===== src/core/serial_slave_tx_pkg.sv =====
// Constants for the two-wire slave transmitter: register map, fields, codes.
package serial_slave_tx_pkg;

	// Register byte offsets on the Avalon-MM slave
	localparam logic [3:0] OFF_OWN_SLAVE_ADDRESS = 4'h0;
	localparam logic [3:0] OFF_SERIAL_CONTROL    = 4'h4;
	localparam logic [3:0] OFF_SERIAL_STATUS     = 4'h8;
	localparam logic [3:0] OFF_SERIAL_DATA_REG   = 4'hC;

	// Control register bit positions
	localparam int CTL_INTERRUPT_FLAG  = 7;
	localparam int CTL_ACK_ENABLE      = 6;
	localparam int CTL_START_REQUEST   = 5;
	localparam int CTL_STOP_REQUEST    = 4;
	localparam int CTL_WRITE_COLLISION = 3;
	localparam int CTL_IFACE_ENABLE    = 2;
	localparam int CTL_INT_ENABLE      = 0;

	// Own address register: address in bits 7:1, general call enable in bit 0
	localparam int OWN_GC_ENABLE = 0;

	// Reset values
	localparam logic [7:0] RST_OWN_SLAVE_ADDRESS = 8'hFE;
	localparam logic [7:0] RST_SERIAL_DATA_REG   = 8'hFF;

	// Status codes, prescaler bits zero; code field is bits 7:3
	localparam logic [7:0] STAT_NO_INFO      = 8'hF8;
	localparam logic [7:0] STAT_SR_ADDRESSED = 8'h60;
	localparam logic [7:0] STAT_ST_ADDRESSED = 8'hA8;
	localparam logic [7:0] STAT_ST_ARB_LOST  = 8'hB0;
	localparam logic [7:0] STAT_ST_DATA_ACK  = 8'hB8;
	localparam logic [7:0] STAT_ST_DATA_NACK = 8'hC0;
	localparam logic [7:0] STAT_ST_LAST_ACK  = 8'hC8;

	localparam logic [6:0] GENERAL_CALL_ADDRESS = 7'h00;
	localparam logic [2:0] LAST_BIT_INDEX       = 3'h7;

endpackage : serial_slave_tx_pkg

===== src/core/serial_slave_tx.sv =====
// Two-wire bus slave transmitter with Avalon-MM register access.
//
// Added by the designer: the address map and register access over Avalon-MM.
`timescale 1ns/1ns
`default_nettype none
module serial_slave_tx (
	input  wire logic        CLOCK_I,
	input  wire logic        SRST_I,
	input  wire logic [3:0]  AVS_ADDRESS_I,
	input  wire logic        AVS_READ_I,
	input  wire logic        AVS_WRITE_I,
	input  wire logic [3:0]  AVS_BYTEENABLE_I,
	input  wire logic [31:0] AVS_WRITEDATA_I,
	output logic      [31:0] AVS_READDATA_O,
	output logic             AVS_WAITREQUEST_O,
	input  wire logic        SCL_I,
	output logic             SCL_O,
	output logic             SCL_OE_O,
	input  wire logic        SDA_I,
	output logic             SDA_O,
	output logic             SDA_OE_O,
	input  wire logic        SLEEP_I,
	input  wire logic        ARB_LOST_I,
	output logic             WAKE_O,
	output logic             START_GEN_O
);

	typedef enum logic [2:0] {
		ST_IDLE, ST_ADDR, ST_ADDR_ACK, ST_HOLD, ST_TX, ST_TX_ACK, ST_IGNORE
	} state_t;

	state_t      state;
	logic        scl_s1, scl_s2, scl_d;
	logic        sda_s1, sda_s2, sda_d;
	logic [7:0]  own_slave_address;
	logic [7:0]  serial_data_reg;
	logic        interrupt_flag, acknowledge_enable, start_request, stop_request;
	logic        write_collision_flag, interface_enable, interrupt_enable;
	logic [4:0]  status_code;
	logic [7:0]  shift;
	logic [2:0]  bit_cnt;
	logic        ack_phase, dir_read, last_byte, ack_bit, arb_lost;
	logic        sda_drive, start_pending, served;

	function automatic logic addr_match(input logic [7:0] rx, input logic [7:0] own,
			input logic ack_en);
		logic own_hit;
		logic gc_hit;
		own_hit = (rx[7:1] == own[7:1]);
		gc_hit  = own[serial_slave_tx_pkg::OWN_GC_ENABLE]
			&& (rx[7:1] == serial_slave_tx_pkg::GENERAL_CALL_ADDRESS);
		addr_match = ack_en && (own_hit || gc_hit);
	endfunction : addr_match

	function automatic logic [4:0] code_of(input logic [7:0] stat);
		code_of = stat[7:3];
	endfunction : code_of

	// Pin synchronisers; first stage feeds only the second
	always_ff @(posedge CLOCK_I) begin
		if (SRST_I) begin
			scl_s1 <= 1'b1;
			scl_s2 <= 1'b1;
			scl_d  <= 1'b1;
			sda_s1 <= 1'b1;
			sda_s2 <= 1'b1;
			sda_d  <= 1'b1;
		end else begin
			scl_s1 <= SCL_I;
			scl_s2 <= scl_s1;
			scl_d  <= scl_s2;
			sda_s1 <= SDA_I;
			sda_s2 <= sda_s1;
			sda_d  <= sda_s2;
		end
	end

	logic scl_rise, scl_fall, start_det, stop_det, flag_set, flag_clr, bus_acc;
	logic [7:0] rx_byte, next_status;
	assign scl_rise  = scl_s2 && !scl_d;
	assign scl_fall  = !scl_s2 && scl_d;
	assign start_det = scl_s2 && scl_d && sda_d && !sda_s2;
	assign stop_det  = scl_s2 && scl_d && !sda_d && sda_s2;
	assign rx_byte   = {shift[6:0], sda_s2};
	assign bus_acc   = (AVS_READ_I || AVS_WRITE_I) && served;
	assign flag_clr  = bus_acc && AVS_WRITE_I && AVS_BYTEENABLE_I[0]
		&& (AVS_ADDRESS_I == serial_slave_tx_pkg::OFF_SERIAL_CONTROL)
		&& AVS_WRITEDATA_I[serial_slave_tx_pkg::CTL_INTERRUPT_FLAG];
	assign flag_set  = interface_enable && scl_fall
		&& ((state == ST_ADDR_ACK && ack_phase) || state == ST_TX_ACK);

	// Status chosen for the event that raises the flag
	always_comb begin
		next_status = serial_slave_tx_pkg::STAT_ST_DATA_NACK;
		if (state == ST_ADDR_ACK) begin
			if (!dir_read)
				next_status = serial_slave_tx_pkg::STAT_SR_ADDRESSED;
			else if (arb_lost)
				next_status = serial_slave_tx_pkg::STAT_ST_ARB_LOST;
			else
				next_status = serial_slave_tx_pkg::STAT_ST_ADDRESSED;
		end else if (!ack_bit) begin
			next_status = last_byte ? serial_slave_tx_pkg::STAT_ST_LAST_ACK
				: serial_slave_tx_pkg::STAT_ST_DATA_ACK;
		end
	end

	// Bus protocol state machine
	always_ff @(posedge CLOCK_I) begin
		if (SRST_I) begin
			state       <= ST_IDLE;
			shift       <= 8'h00;
			bit_cnt     <= 3'h0;
			ack_phase   <= 1'b0;
			dir_read    <= 1'b0;
			last_byte   <= 1'b0;
			ack_bit     <= 1'b1;
			sda_drive   <= 1'b0;
			status_code <= 5'h00;
		end else if (!interface_enable) begin
			state     <= ST_IDLE;
			sda_drive <= 1'b0;
		end else if (state != ST_HOLD && (start_det || stop_det)) begin
			// Bus watched even while acknowledge is off
			state     <= start_det ? ST_ADDR : ST_IDLE;
			bit_cnt   <= 3'h0;
			sda_drive <= 1'b0;
		end else begin
			unique case (state)
				ST_IDLE, ST_IGNORE: begin
					sda_drive <= 1'b0;
				end
				ST_ADDR: if (scl_rise) begin
					shift   <= rx_byte;
					bit_cnt <= bit_cnt + 3'h1;
					if (bit_cnt == serial_slave_tx_pkg::LAST_BIT_INDEX) begin
						dir_read  <= sda_s2;
						ack_phase <= 1'b0;
						// Sleep matching uses the same path
						state <= addr_match(rx_byte, own_slave_address, acknowledge_enable)
							? ST_ADDR_ACK : ST_IGNORE;
					end
				end
				ST_ADDR_ACK: if (scl_fall) begin
					if (!ack_phase) begin
						ack_phase <= 1'b1;
						sda_drive <= 1'b1;
					end else begin
						sda_drive   <= 1'b0;
						status_code <= code_of(next_status);
						state       <= ST_HOLD;
					end
				end
				ST_HOLD: if (!interrupt_flag) begin
					if (status_code == code_of(serial_slave_tx_pkg::STAT_ST_ADDRESSED)
							|| status_code == code_of(serial_slave_tx_pkg::STAT_ST_ARB_LOST)
							|| status_code == code_of(serial_slave_tx_pkg::STAT_ST_DATA_ACK)) begin
						shift     <= serial_data_reg;
						bit_cnt   <= 3'h0;
						last_byte <= !acknowledge_enable;
						sda_drive <= !serial_data_reg[7];
						state     <= ST_TX;
					end else begin
						// Receiver path and finished transfers both drop out here
						state <= ST_IGNORE;
					end
				end
				ST_TX: if (scl_fall) begin
					bit_cnt <= bit_cnt + 3'h1;
					if (bit_cnt == serial_slave_tx_pkg::LAST_BIT_INDEX) begin
						sda_drive <= 1'b0;
						state     <= ST_TX_ACK;
					end else begin
						shift     <= {shift[6:0], 1'b1};
						sda_drive <= !shift[6];
					end
				end
				ST_TX_ACK: begin
					if (scl_rise)
						ack_bit <= sda_s2;
					if (scl_fall) begin
						status_code <= code_of(next_status);
						state       <= ST_HOLD;
					end
				end
			endcase
		end
	end

	// Arbitration loss is remembered until the next stop or the next interrupt flag set
	always_ff @(posedge CLOCK_I) begin
		if (SRST_I)
			arb_lost <= 1'b0;
		else if (ARB_LOST_I)
			arb_lost <= 1'b1;
		else if (stop_det || flag_set)
			arb_lost <= 1'b0;
	end

	// Interrupt flag and wake request: a set beats a clear in the same cycle
	always_ff @(posedge CLOCK_I) begin
		if (SRST_I) begin
			interrupt_flag <= 1'b0;
			WAKE_O         <= 1'b0;
		end else if (flag_set) begin
			interrupt_flag <= 1'b1;
			WAKE_O         <= SLEEP_I;
		end else if (flag_clr) begin
			interrupt_flag <= 1'b0;
			WAKE_O         <= 1'b0;
		end
	end

	// Deferred START once the bus goes quiet
	always_ff @(posedge CLOCK_I) begin
		if (SRST_I) begin
			start_pending <= 1'b0;
			START_GEN_O   <= 1'b0;
		end else begin
			START_GEN_O <= 1'b0;
			// The request bit written with the clearing write counts, not the stored one
			if (state == ST_HOLD && flag_clr
					&& AVS_WRITEDATA_I[serial_slave_tx_pkg::CTL_START_REQUEST]
					&& (status_code == code_of(serial_slave_tx_pkg::STAT_ST_DATA_NACK)
					|| status_code == code_of(serial_slave_tx_pkg::STAT_ST_LAST_ACK)))
				start_pending <= 1'b1;
			else if (start_pending && state == ST_IDLE && scl_s2 && sda_s2) begin
				start_pending <= 1'b0;
				START_GEN_O   <= 1'b1;
			end
		end
	end

	// One wait state per access; the request is served on its second cycle
	always_ff @(posedge CLOCK_I) begin
		if (SRST_I)
			served <= 1'b0;
		else
			served <= (AVS_READ_I || AVS_WRITE_I) && !served;
	end
	assign AVS_WAITREQUEST_O = (AVS_READ_I || AVS_WRITE_I) && !served;

	// Register writes
	always_ff @(posedge CLOCK_I) begin
		if (SRST_I) begin
			own_slave_address    <= serial_slave_tx_pkg::RST_OWN_SLAVE_ADDRESS;
			serial_data_reg      <= serial_slave_tx_pkg::RST_SERIAL_DATA_REG;
			acknowledge_enable   <= 1'b0;
			start_request        <= 1'b0;
			stop_request         <= 1'b0;
			interface_enable     <= 1'b0;
			interrupt_enable     <= 1'b0;
			write_collision_flag <= 1'b0;
		end else if (bus_acc && AVS_WRITE_I && AVS_BYTEENABLE_I[0]) begin
			unique case (AVS_ADDRESS_I)
				serial_slave_tx_pkg::OFF_OWN_SLAVE_ADDRESS:
					own_slave_address <= AVS_WRITEDATA_I[7:0];
				serial_slave_tx_pkg::OFF_SERIAL_CONTROL: begin
					acknowledge_enable <= AVS_WRITEDATA_I[serial_slave_tx_pkg::CTL_ACK_ENABLE];
					start_request      <= AVS_WRITEDATA_I[serial_slave_tx_pkg::CTL_START_REQUEST];
					stop_request       <= AVS_WRITEDATA_I[serial_slave_tx_pkg::CTL_STOP_REQUEST];
					interface_enable   <= AVS_WRITEDATA_I[serial_slave_tx_pkg::CTL_IFACE_ENABLE];
					interrupt_enable   <= AVS_WRITEDATA_I[serial_slave_tx_pkg::CTL_INT_ENABLE];
				end
				serial_slave_tx_pkg::OFF_SERIAL_DATA_REG: begin
					// Only loadable while the flag holds the bus
					if (interrupt_flag) begin
						serial_data_reg      <= AVS_WRITEDATA_I[7:0];
						write_collision_flag <= 1'b0;
					end else begin
						write_collision_flag <= 1'b1;
					end
				end
				default: begin
				end
			endcase
		end
	end

	// Read data is captured in the wait cycle so it stands when waitrequest drops
	always_ff @(posedge CLOCK_I) begin
		if (SRST_I) begin
			AVS_READDATA_O <= 32'h00000000;
		end else if (AVS_READ_I && !served) begin
			unique case (AVS_ADDRESS_I)
				serial_slave_tx_pkg::OFF_OWN_SLAVE_ADDRESS:
					AVS_READDATA_O <= {24'h000000, own_slave_address};
				serial_slave_tx_pkg::OFF_SERIAL_CONTROL:
					AVS_READDATA_O <= {24'h000000, interrupt_flag, acknowledge_enable,
						start_request, stop_request, write_collision_flag,
						interface_enable, 1'b0, interrupt_enable};
				serial_slave_tx_pkg::OFF_SERIAL_STATUS:
					// Prescaler bits always read zero
					AVS_READDATA_O <= {24'h000000, interrupt_flag
						? {status_code, 3'h0} : serial_slave_tx_pkg::STAT_NO_INFO};
				serial_slave_tx_pkg::OFF_SERIAL_DATA_REG:
					AVS_READDATA_O <= {24'h000000, serial_data_reg};
				default:
					AVS_READDATA_O <= 32'h00000000;
			endcase
		end
	end

	// Long wake-up start times keep SCL low just as long
	assign SCL_O    = 1'b0;
	assign SCL_OE_O = interrupt_flag && state == ST_HOLD;
	assign SDA_O    = 1'b0;
	assign SDA_OE_O = sda_drive;
endmodule : serial_slave_tx
`default_nettype wire


===== config.mk =====
export PLATFORM = sky130hd
export DESIGN_NAME = serial_slave_tx
export DESIGN_NICKNAME = d
export VERILOG_FILES = /design/src/core/serial_slave_tx_pkg.sv /design/src/core/serial_slave_tx.sv
export SDC_FILE = /design/constraint.sdc
export NUM_CORES = 1
export LEC_CHECK = 0
export BUFFER_PORTS_ARGS = -buffer_cell sky130_fd_sc_hd__buf_2
export CAP_MARGIN = 0
export CELL_PAD_IN_SITES_DETAIL_PLACEMENT = 0
export CELL_PAD_IN_SITES_GLOBAL_PLACEMENT = 1
export CORE_MARGIN = 1.5
export CORE_UTILIZATION = 36
export DETAILED_ROUTE_END_ITERATION = 10
export MAX_ROUTING_LAYER = met4
export PLACE_DENSITY = 0.81
export SLEW_MARGIN = 10
export SYNTH_ARGS = -nofsm -noshare
export SYNTH_HDL_FRONTEND = slang
export SYNTH_SLANG_ARGS = --single-unit

===== constraint.sdc =====
create_clock -name CLOCK_I -period 1.75 [get_ports CLOCK_I]
set_input_delay 0.0875 -clock CLOCK_I [delete_from_list [all_inputs] [get_ports CLOCK_I]]
set_output_delay 0.0875 -clock CLOCK_I [all_outputs]
set_load 0.02 [all_outputs]

=== Word-level counts from Yosys, hierarchy flattened ===
Index checks and enable logic that the tools add are counted.

* Add/subtract/negate cells: 1
* Bitwise logic cells: 3
* Equality and inequality tests: 35
* Reductions and logical operators: 72
* Multiplexer cells: 56

{| class="wikitable"
|+ Operators by type and width
! cell !! count
|-
| 7-bit two-way mux || 7
|-
| 3-bit two-way mux || 15
|-
| 8-bit case mux with 4 select lines || 1
|-
| 1-bit logical AND || 27
|-
| 5-bit equality test, second input constant || 5
|-
| 8-bit two-way mux || 3
|-
| 7-bit case mux with 3 select lines || 1
|-
| 5-bit two-way mux || 4
|-
| 1-bit two-way mux || 19
|-
| 2-bit != test, second input constant || 9
|-
| 3-bit != test, second input constant || 6
|-
| 6-bit AND reduction || 3
|-
| 3-bit case mux with 5 select lines || 1
|-
| 5-bit AND reduction || 3
|-
| 3-bit equality test, second input constant || 4
|-
| 3-bit by 2-bit != test with 1-bit output, second input constant || 4
|-
| 5-bit case mux with 2 select lines || 1
|-
| 2-bit nonzero test || 5
|-
| 3-bit case mux with 3 select lines || 1
|-
| 9-bit AND reduction || 1
|-
| 4-bit equality test, second input constant || 2
|-
| 1-bit zero test || 8
|-
| 1-bit logical OR || 8
|-
| 8-bit AND reduction || 1
|-
| 20 further kinds || 28
|}

* Bits of input ports: 48
* Output and inout bits: 39
* Flip-flop bits (word level): 89
* Word-level logic and storage cells: 197

=== Longest topological paths before layout ===
* Depth after elaboration: 10
* Gate-level depth with buffers: 9
* Depth with buffers taken out: 7

=== Worst setup path after synthesis ===
OpenSTA, ideal clock, no wires.

* Path type: reg-to-reg
* Start point: reg bit_cnt[0]
* End point: reg state[0]
* Data required time: 1691 ps
* Path slack: 82 ps
* Arrival time: 1609 ps
* Stages on the path, launching flop included: 8
* Path buffers: 0
* Period minus slack after synthesis: 1668 ps
* Setup time: 59 ps
* Cells stage by stage: dfxtp_1 -> ha_1 -> ha_1 -> and3b_1 -> o21bai_1 -> a22o_1 -> a2111oi_2 -> a31o_1

* Cells in the longest elaborated chain, start to end: 3
* Elaborated cells between the ends (all ways): 4
* Those cells by class: 3 x eq/ne; 1 x reduce/logical

{| class="wikitable"
|+ RTL lines
! element !! line !! text
|-
| start, declared || serial_slave_tx.sv:41 || <nowiki>logic [2:0] bit_cnt;</nowiki>
|-
| start signal, assigned || serial_slave_tx.sv:135 || <nowiki>bit_cnt <= bit_cnt + 3'h1;</nowiki>
|-
| start signal, assigned || serial_slave_tx.sv:169 || <nowiki>bit_cnt <= bit_cnt + 3'h1;</nowiki>
|-
| 3-bit equality test (*) || serial_slave_tx.sv:136, serial_slave_tx.sv:170 ||
|-
| 3-bit != test (no line) || - ||
|-
| 9-bit AND reduction (no line) (*) || - ||
|-
| end signal, assigned || serial_slave_tx.sv:125 || <nowiki>state <= start_det ? ST_ADDR : ST_IDLE;</nowiki>
|-
| end signal, assigned || serial_slave_tx.sv:140 || <nowiki>state <= addr_match(rx_byte, own_slave_address, acknowledge_enable)</nowiki>
|-
| end, declared || serial_slave_tx.sv:32 || <nowiki>state_t state;</nowiki>
|}

Every way passes the cells marked *; elsewhere a longest branch is shown, timed or not.
A chain may end at the register's enable or synchronous reset.

=== Final worst setup path ===
Same ends and word-level chain as after synthesis.

==> flow_metrics.env <==
export IMPL_cp_arrival_ps=1990
export IMPL_reg2reg_from="bit_cnt[0]"
export IMPL_finalSetupViolCount=0
export IMPL_timing_rr_end="state[0]"
export IMPL_initialDrtViolationCount=149
export IMPL_synthFlopType="dfxtp_1"
export IMPL_dieArea_um2=10400
export IMPL_min_period_over_period_pct=98.1
export IMPL_antenna_cells=0
export IMPL_max_stage_delay_ps=360
export IMPL_startpoint="bit_cnt[0]"
export IMPL_ant_nets=0
export IMPL_slew_viol_final=0
export IMPL_numCtsBuffers=9
export IMPL_dpl_hpwl_mm=6.06
export IMPL_rsz0062_at_grt="true"
export IMPL_status="finished clean"
export IMPL_yosys_area_top_type="dfxtp_1"
export IMPL_wl_mm=8.44
export IMPL_critical_path_endpoint="state[0]"
export IMPL_vias_per_cell=5.11
export IMPL_synth_edf_count=0
export IMPL_startpoint_type="register"
export IMPL_synth_top_area_share_pct=36.9
export IMPL_synthTopCellsByArea="dfxtp_1, mux2i_1, buf_4"
export IMPL_cts_tree="done"
export IMPL_synth_commonest_cells="dfxtp_1, nand2_1, nor2_1, buf_4, mux2i_1"
export IMPL_io_buffers=33
export IMPL_coreArea_um2=9370
export IMPL_clockBufferDepth=2
export IMPL_timing_worst_setup_path_type="register to register"
export IMPL_grt_pass1_wl_mm=13.7
export IMPL_insertion_delay_ps=340
export IMPL_cts_htree_levels=3
export IMPL_gp_congestion=0.867
export IMPL_p_per_area_nw_per_um2=693
export IMPL_io_pin_count=87
export IMPL_cp_cell_sequence="ha_4 > ha_4 > and3b_1 > o21bai_1 > a22o_1 > a2111oi_2 > a31o_1"
export IMPL_holdCritPathClass="primary input to register"
export IMPL_fin_hold_ws_ps=20.8
export IMPL_clock_fmax_mhz=582
export IMPL_grt_ovfl_total=0
export IMPL_yosysWarnings=0
export IMPL_synth_seq_cells=65
export IMPL_synth_distinct_cells=61
export IMPL_skew_ps=9.76
export IMPL_cts_root_buf="clkbuf_8"
export IMPL_cp_common_cell="ha_4"
export IMPL_slew_headroom_pct=40.3
export IMPL_synth_avg_cell_area_um2=9.14
export IMPL_seq_area_frac_synth_pct=36.9
export IMPL_grt_antenna_before_repair=0
export IMPL_row_count=35
export IMPL_numClockSinks=65
export IMPL_r2r_cells=7
export IMPL_worst_slew_pin_slew_ps=888
export IMPL_grt_max_degree=34
export IMPL_route_detailed_drc=0
export IMPL_p_leak_nw=1.73
export IMPL_die_h_um=102
export IMPL_vias=2933
export IMPL_slowest_stage="a2111oi_2"
export IMPL_critPathCaptureType="register"
export IMPL_finalHoldViolCount=0
export IMPL_first_pass_iters=5
export IMPL_grt_pass1_vias=2748
export IMPL_cts_clk_slew_worst_paths_ps=70
export IMPL_async_flop_share_pct=0
export IMPL_finalInstanceArea_um2=4160
export IMPL_min_period_ps=1720
export IMPL_placed_area_um2=3790
export IMPL_netlist_instances=386
export IMPL_initial_core_util_pct=37.6
export IMPL_track_usage_pct=17.7
export IMPL_routedWlPerCell_um=14.7
export IMPL_yosysMostFrequentCell="dfxtp_1"
export IMPL_worstHoldStart="AVS_WRITEDATA_I[5]"
export IMPL_peakVddDrop_mv=0.431
export IMPL_max_cap_violations=0
export IMPL_die_w_um=102
export IMPL_r2r_slack_ps=30
export IMPL_crit_required_ps=2030
export IMPL_fin_nets=490
export IMPL_syn_to_final_growth_pct=17.9
export IMPL_drive_above_1_share_pct=25.8
export IMPL_syn_area_um2=3530
export IMPL_crit_fanout=4
## cell type report
cell class	instances	area, um^2
Clock inverter	5	31.3
Sequential cell	65	1320
Inverter	6	22.5
Tap cell	129	161
Fill cell	955	5210
Clock buffer	11	141
Multi-Input combinational cell	290	2020
Timing Repair Buffer	68	472
## critical path: cells and delay by family, from the launching register on
family / cells / cell delay (ps)
flip-flops: 1 / 350
adder cells (fa/ha/maj): 2 / 290
AND/OR/NAND/NOR: 1 / 190
AO/OA/AOI/OAI: 4 / 810
## stage by stage
| step | std cells | setup WS [ps] | util [%] | power, mW | setup TNS (ps) |
|---|---|---|---|---|---|
| after floorplan | 411 | 82.3 | - | 1.74 | 0 |
| after global placement | 546 | -17.9 | 40.5 | 1.76 | -26.7 |
| after detailed placement | 546 | -84.7 | 40.5 | 1.76 | -159 |
| after CTS | 573 | 1.65 | 43.8 | 2.91 | 0 |
| after global routing | 574 | -43.5 | 44.4 | 3.00 | -81.1 |
| final | 574 | 33.0 | 44.4 | 2.88 | 0 |
## layout by cell type, fill, tap and decap left out, types with 3 or more instances in the layout
cell type      Yosys  routed
dfxtp_1           65      58
nand2_1           35      35
buf_2              5      33
nor2_1            32      32
mux2i_1           29      29
conb_1             1      26
nand3_1           24      24
buf_4             29      22
a21oi_1           16      16
dlygate4sd3_1      0      11
clkbuf_8           0      10
nor2b_1            9       9
nand2b_1           9       9
a22oi_1           10       9
inv_1              6       6
or2_2              6       6
a211oi_2           6       6
o21ai_0            6       5
nor3_1             6       5
mux4_2             5       5
dfxtp_2            0       5
and2_1             3       4
nand3b_1           4       4
o211ai_1           4       4
xor2_1             4       4
xnor2_1            4       4
and3b_1            4       3
o2bb2ai_1          3       3
a22o_1             3       3
clkinv_2           0       3
## cells by family (layout without fill, tap and decap cells)
group / count (synthesis) / in the layout / share of synthesized area (%)
AOI/OAI and AO/OA: 73 / 73 / 16.9
xor gates and xnor gates: 8 / 8 / 1.99
adders and majority gates: 2 / 2 / 0.709
buffers and inverters: 56 / 90 / 10.3
DFF: 65 / 65 / 36.9
muxes: 34 / 34 / 11.4
other: 1 / 26 / 0.106
and+or+nand+nor: 147 / 147 / 21.7
## per-layer routing
metal,vias up,part of all wire (%),GRT usage [%]
li1,1432,-,-
met1,1404,46,23.1
met4,0,1.4,5.69
met5,-,0,-
met2,86,47,26.6
met3,11,5.4,4.51
## worst min path at each step
stage / endpoint / slack [ps] / cells past startpoint
after global routing: serial_data_reg[5] / 9 / 3
after CTS: serial_data_reg[5] / 2 / 3
after detailed placement: sda_s1 / 270 / 2
after floorplan: scl_s1 / 190 / 1
after global placement: scl_s1 / 270 / 2
final: serial_data_reg[5] / 20 / 3
## where the power goes
part | switching [mW] | internal (mW) | leakage [nW]
Combinational | 0.157 | 0.0843 | 1.11
Clock | 0.593 | 0.548 | 0.0891
Sequential | 0.0111 | 1.49 | 0.529
Total | 0.762 | 2.12 | 1.73
## repair_timing
action | in CTS | in global routing
pin swaps | 3 | 4
setup buffers | 0 | 1
setup endpoints to repair | 11 | 14
hold endpoints to repair | 15 | 0
resized for setup | 9 | 13
hold buffers | 11 | 0
Power figures use the tool's default switching activity.
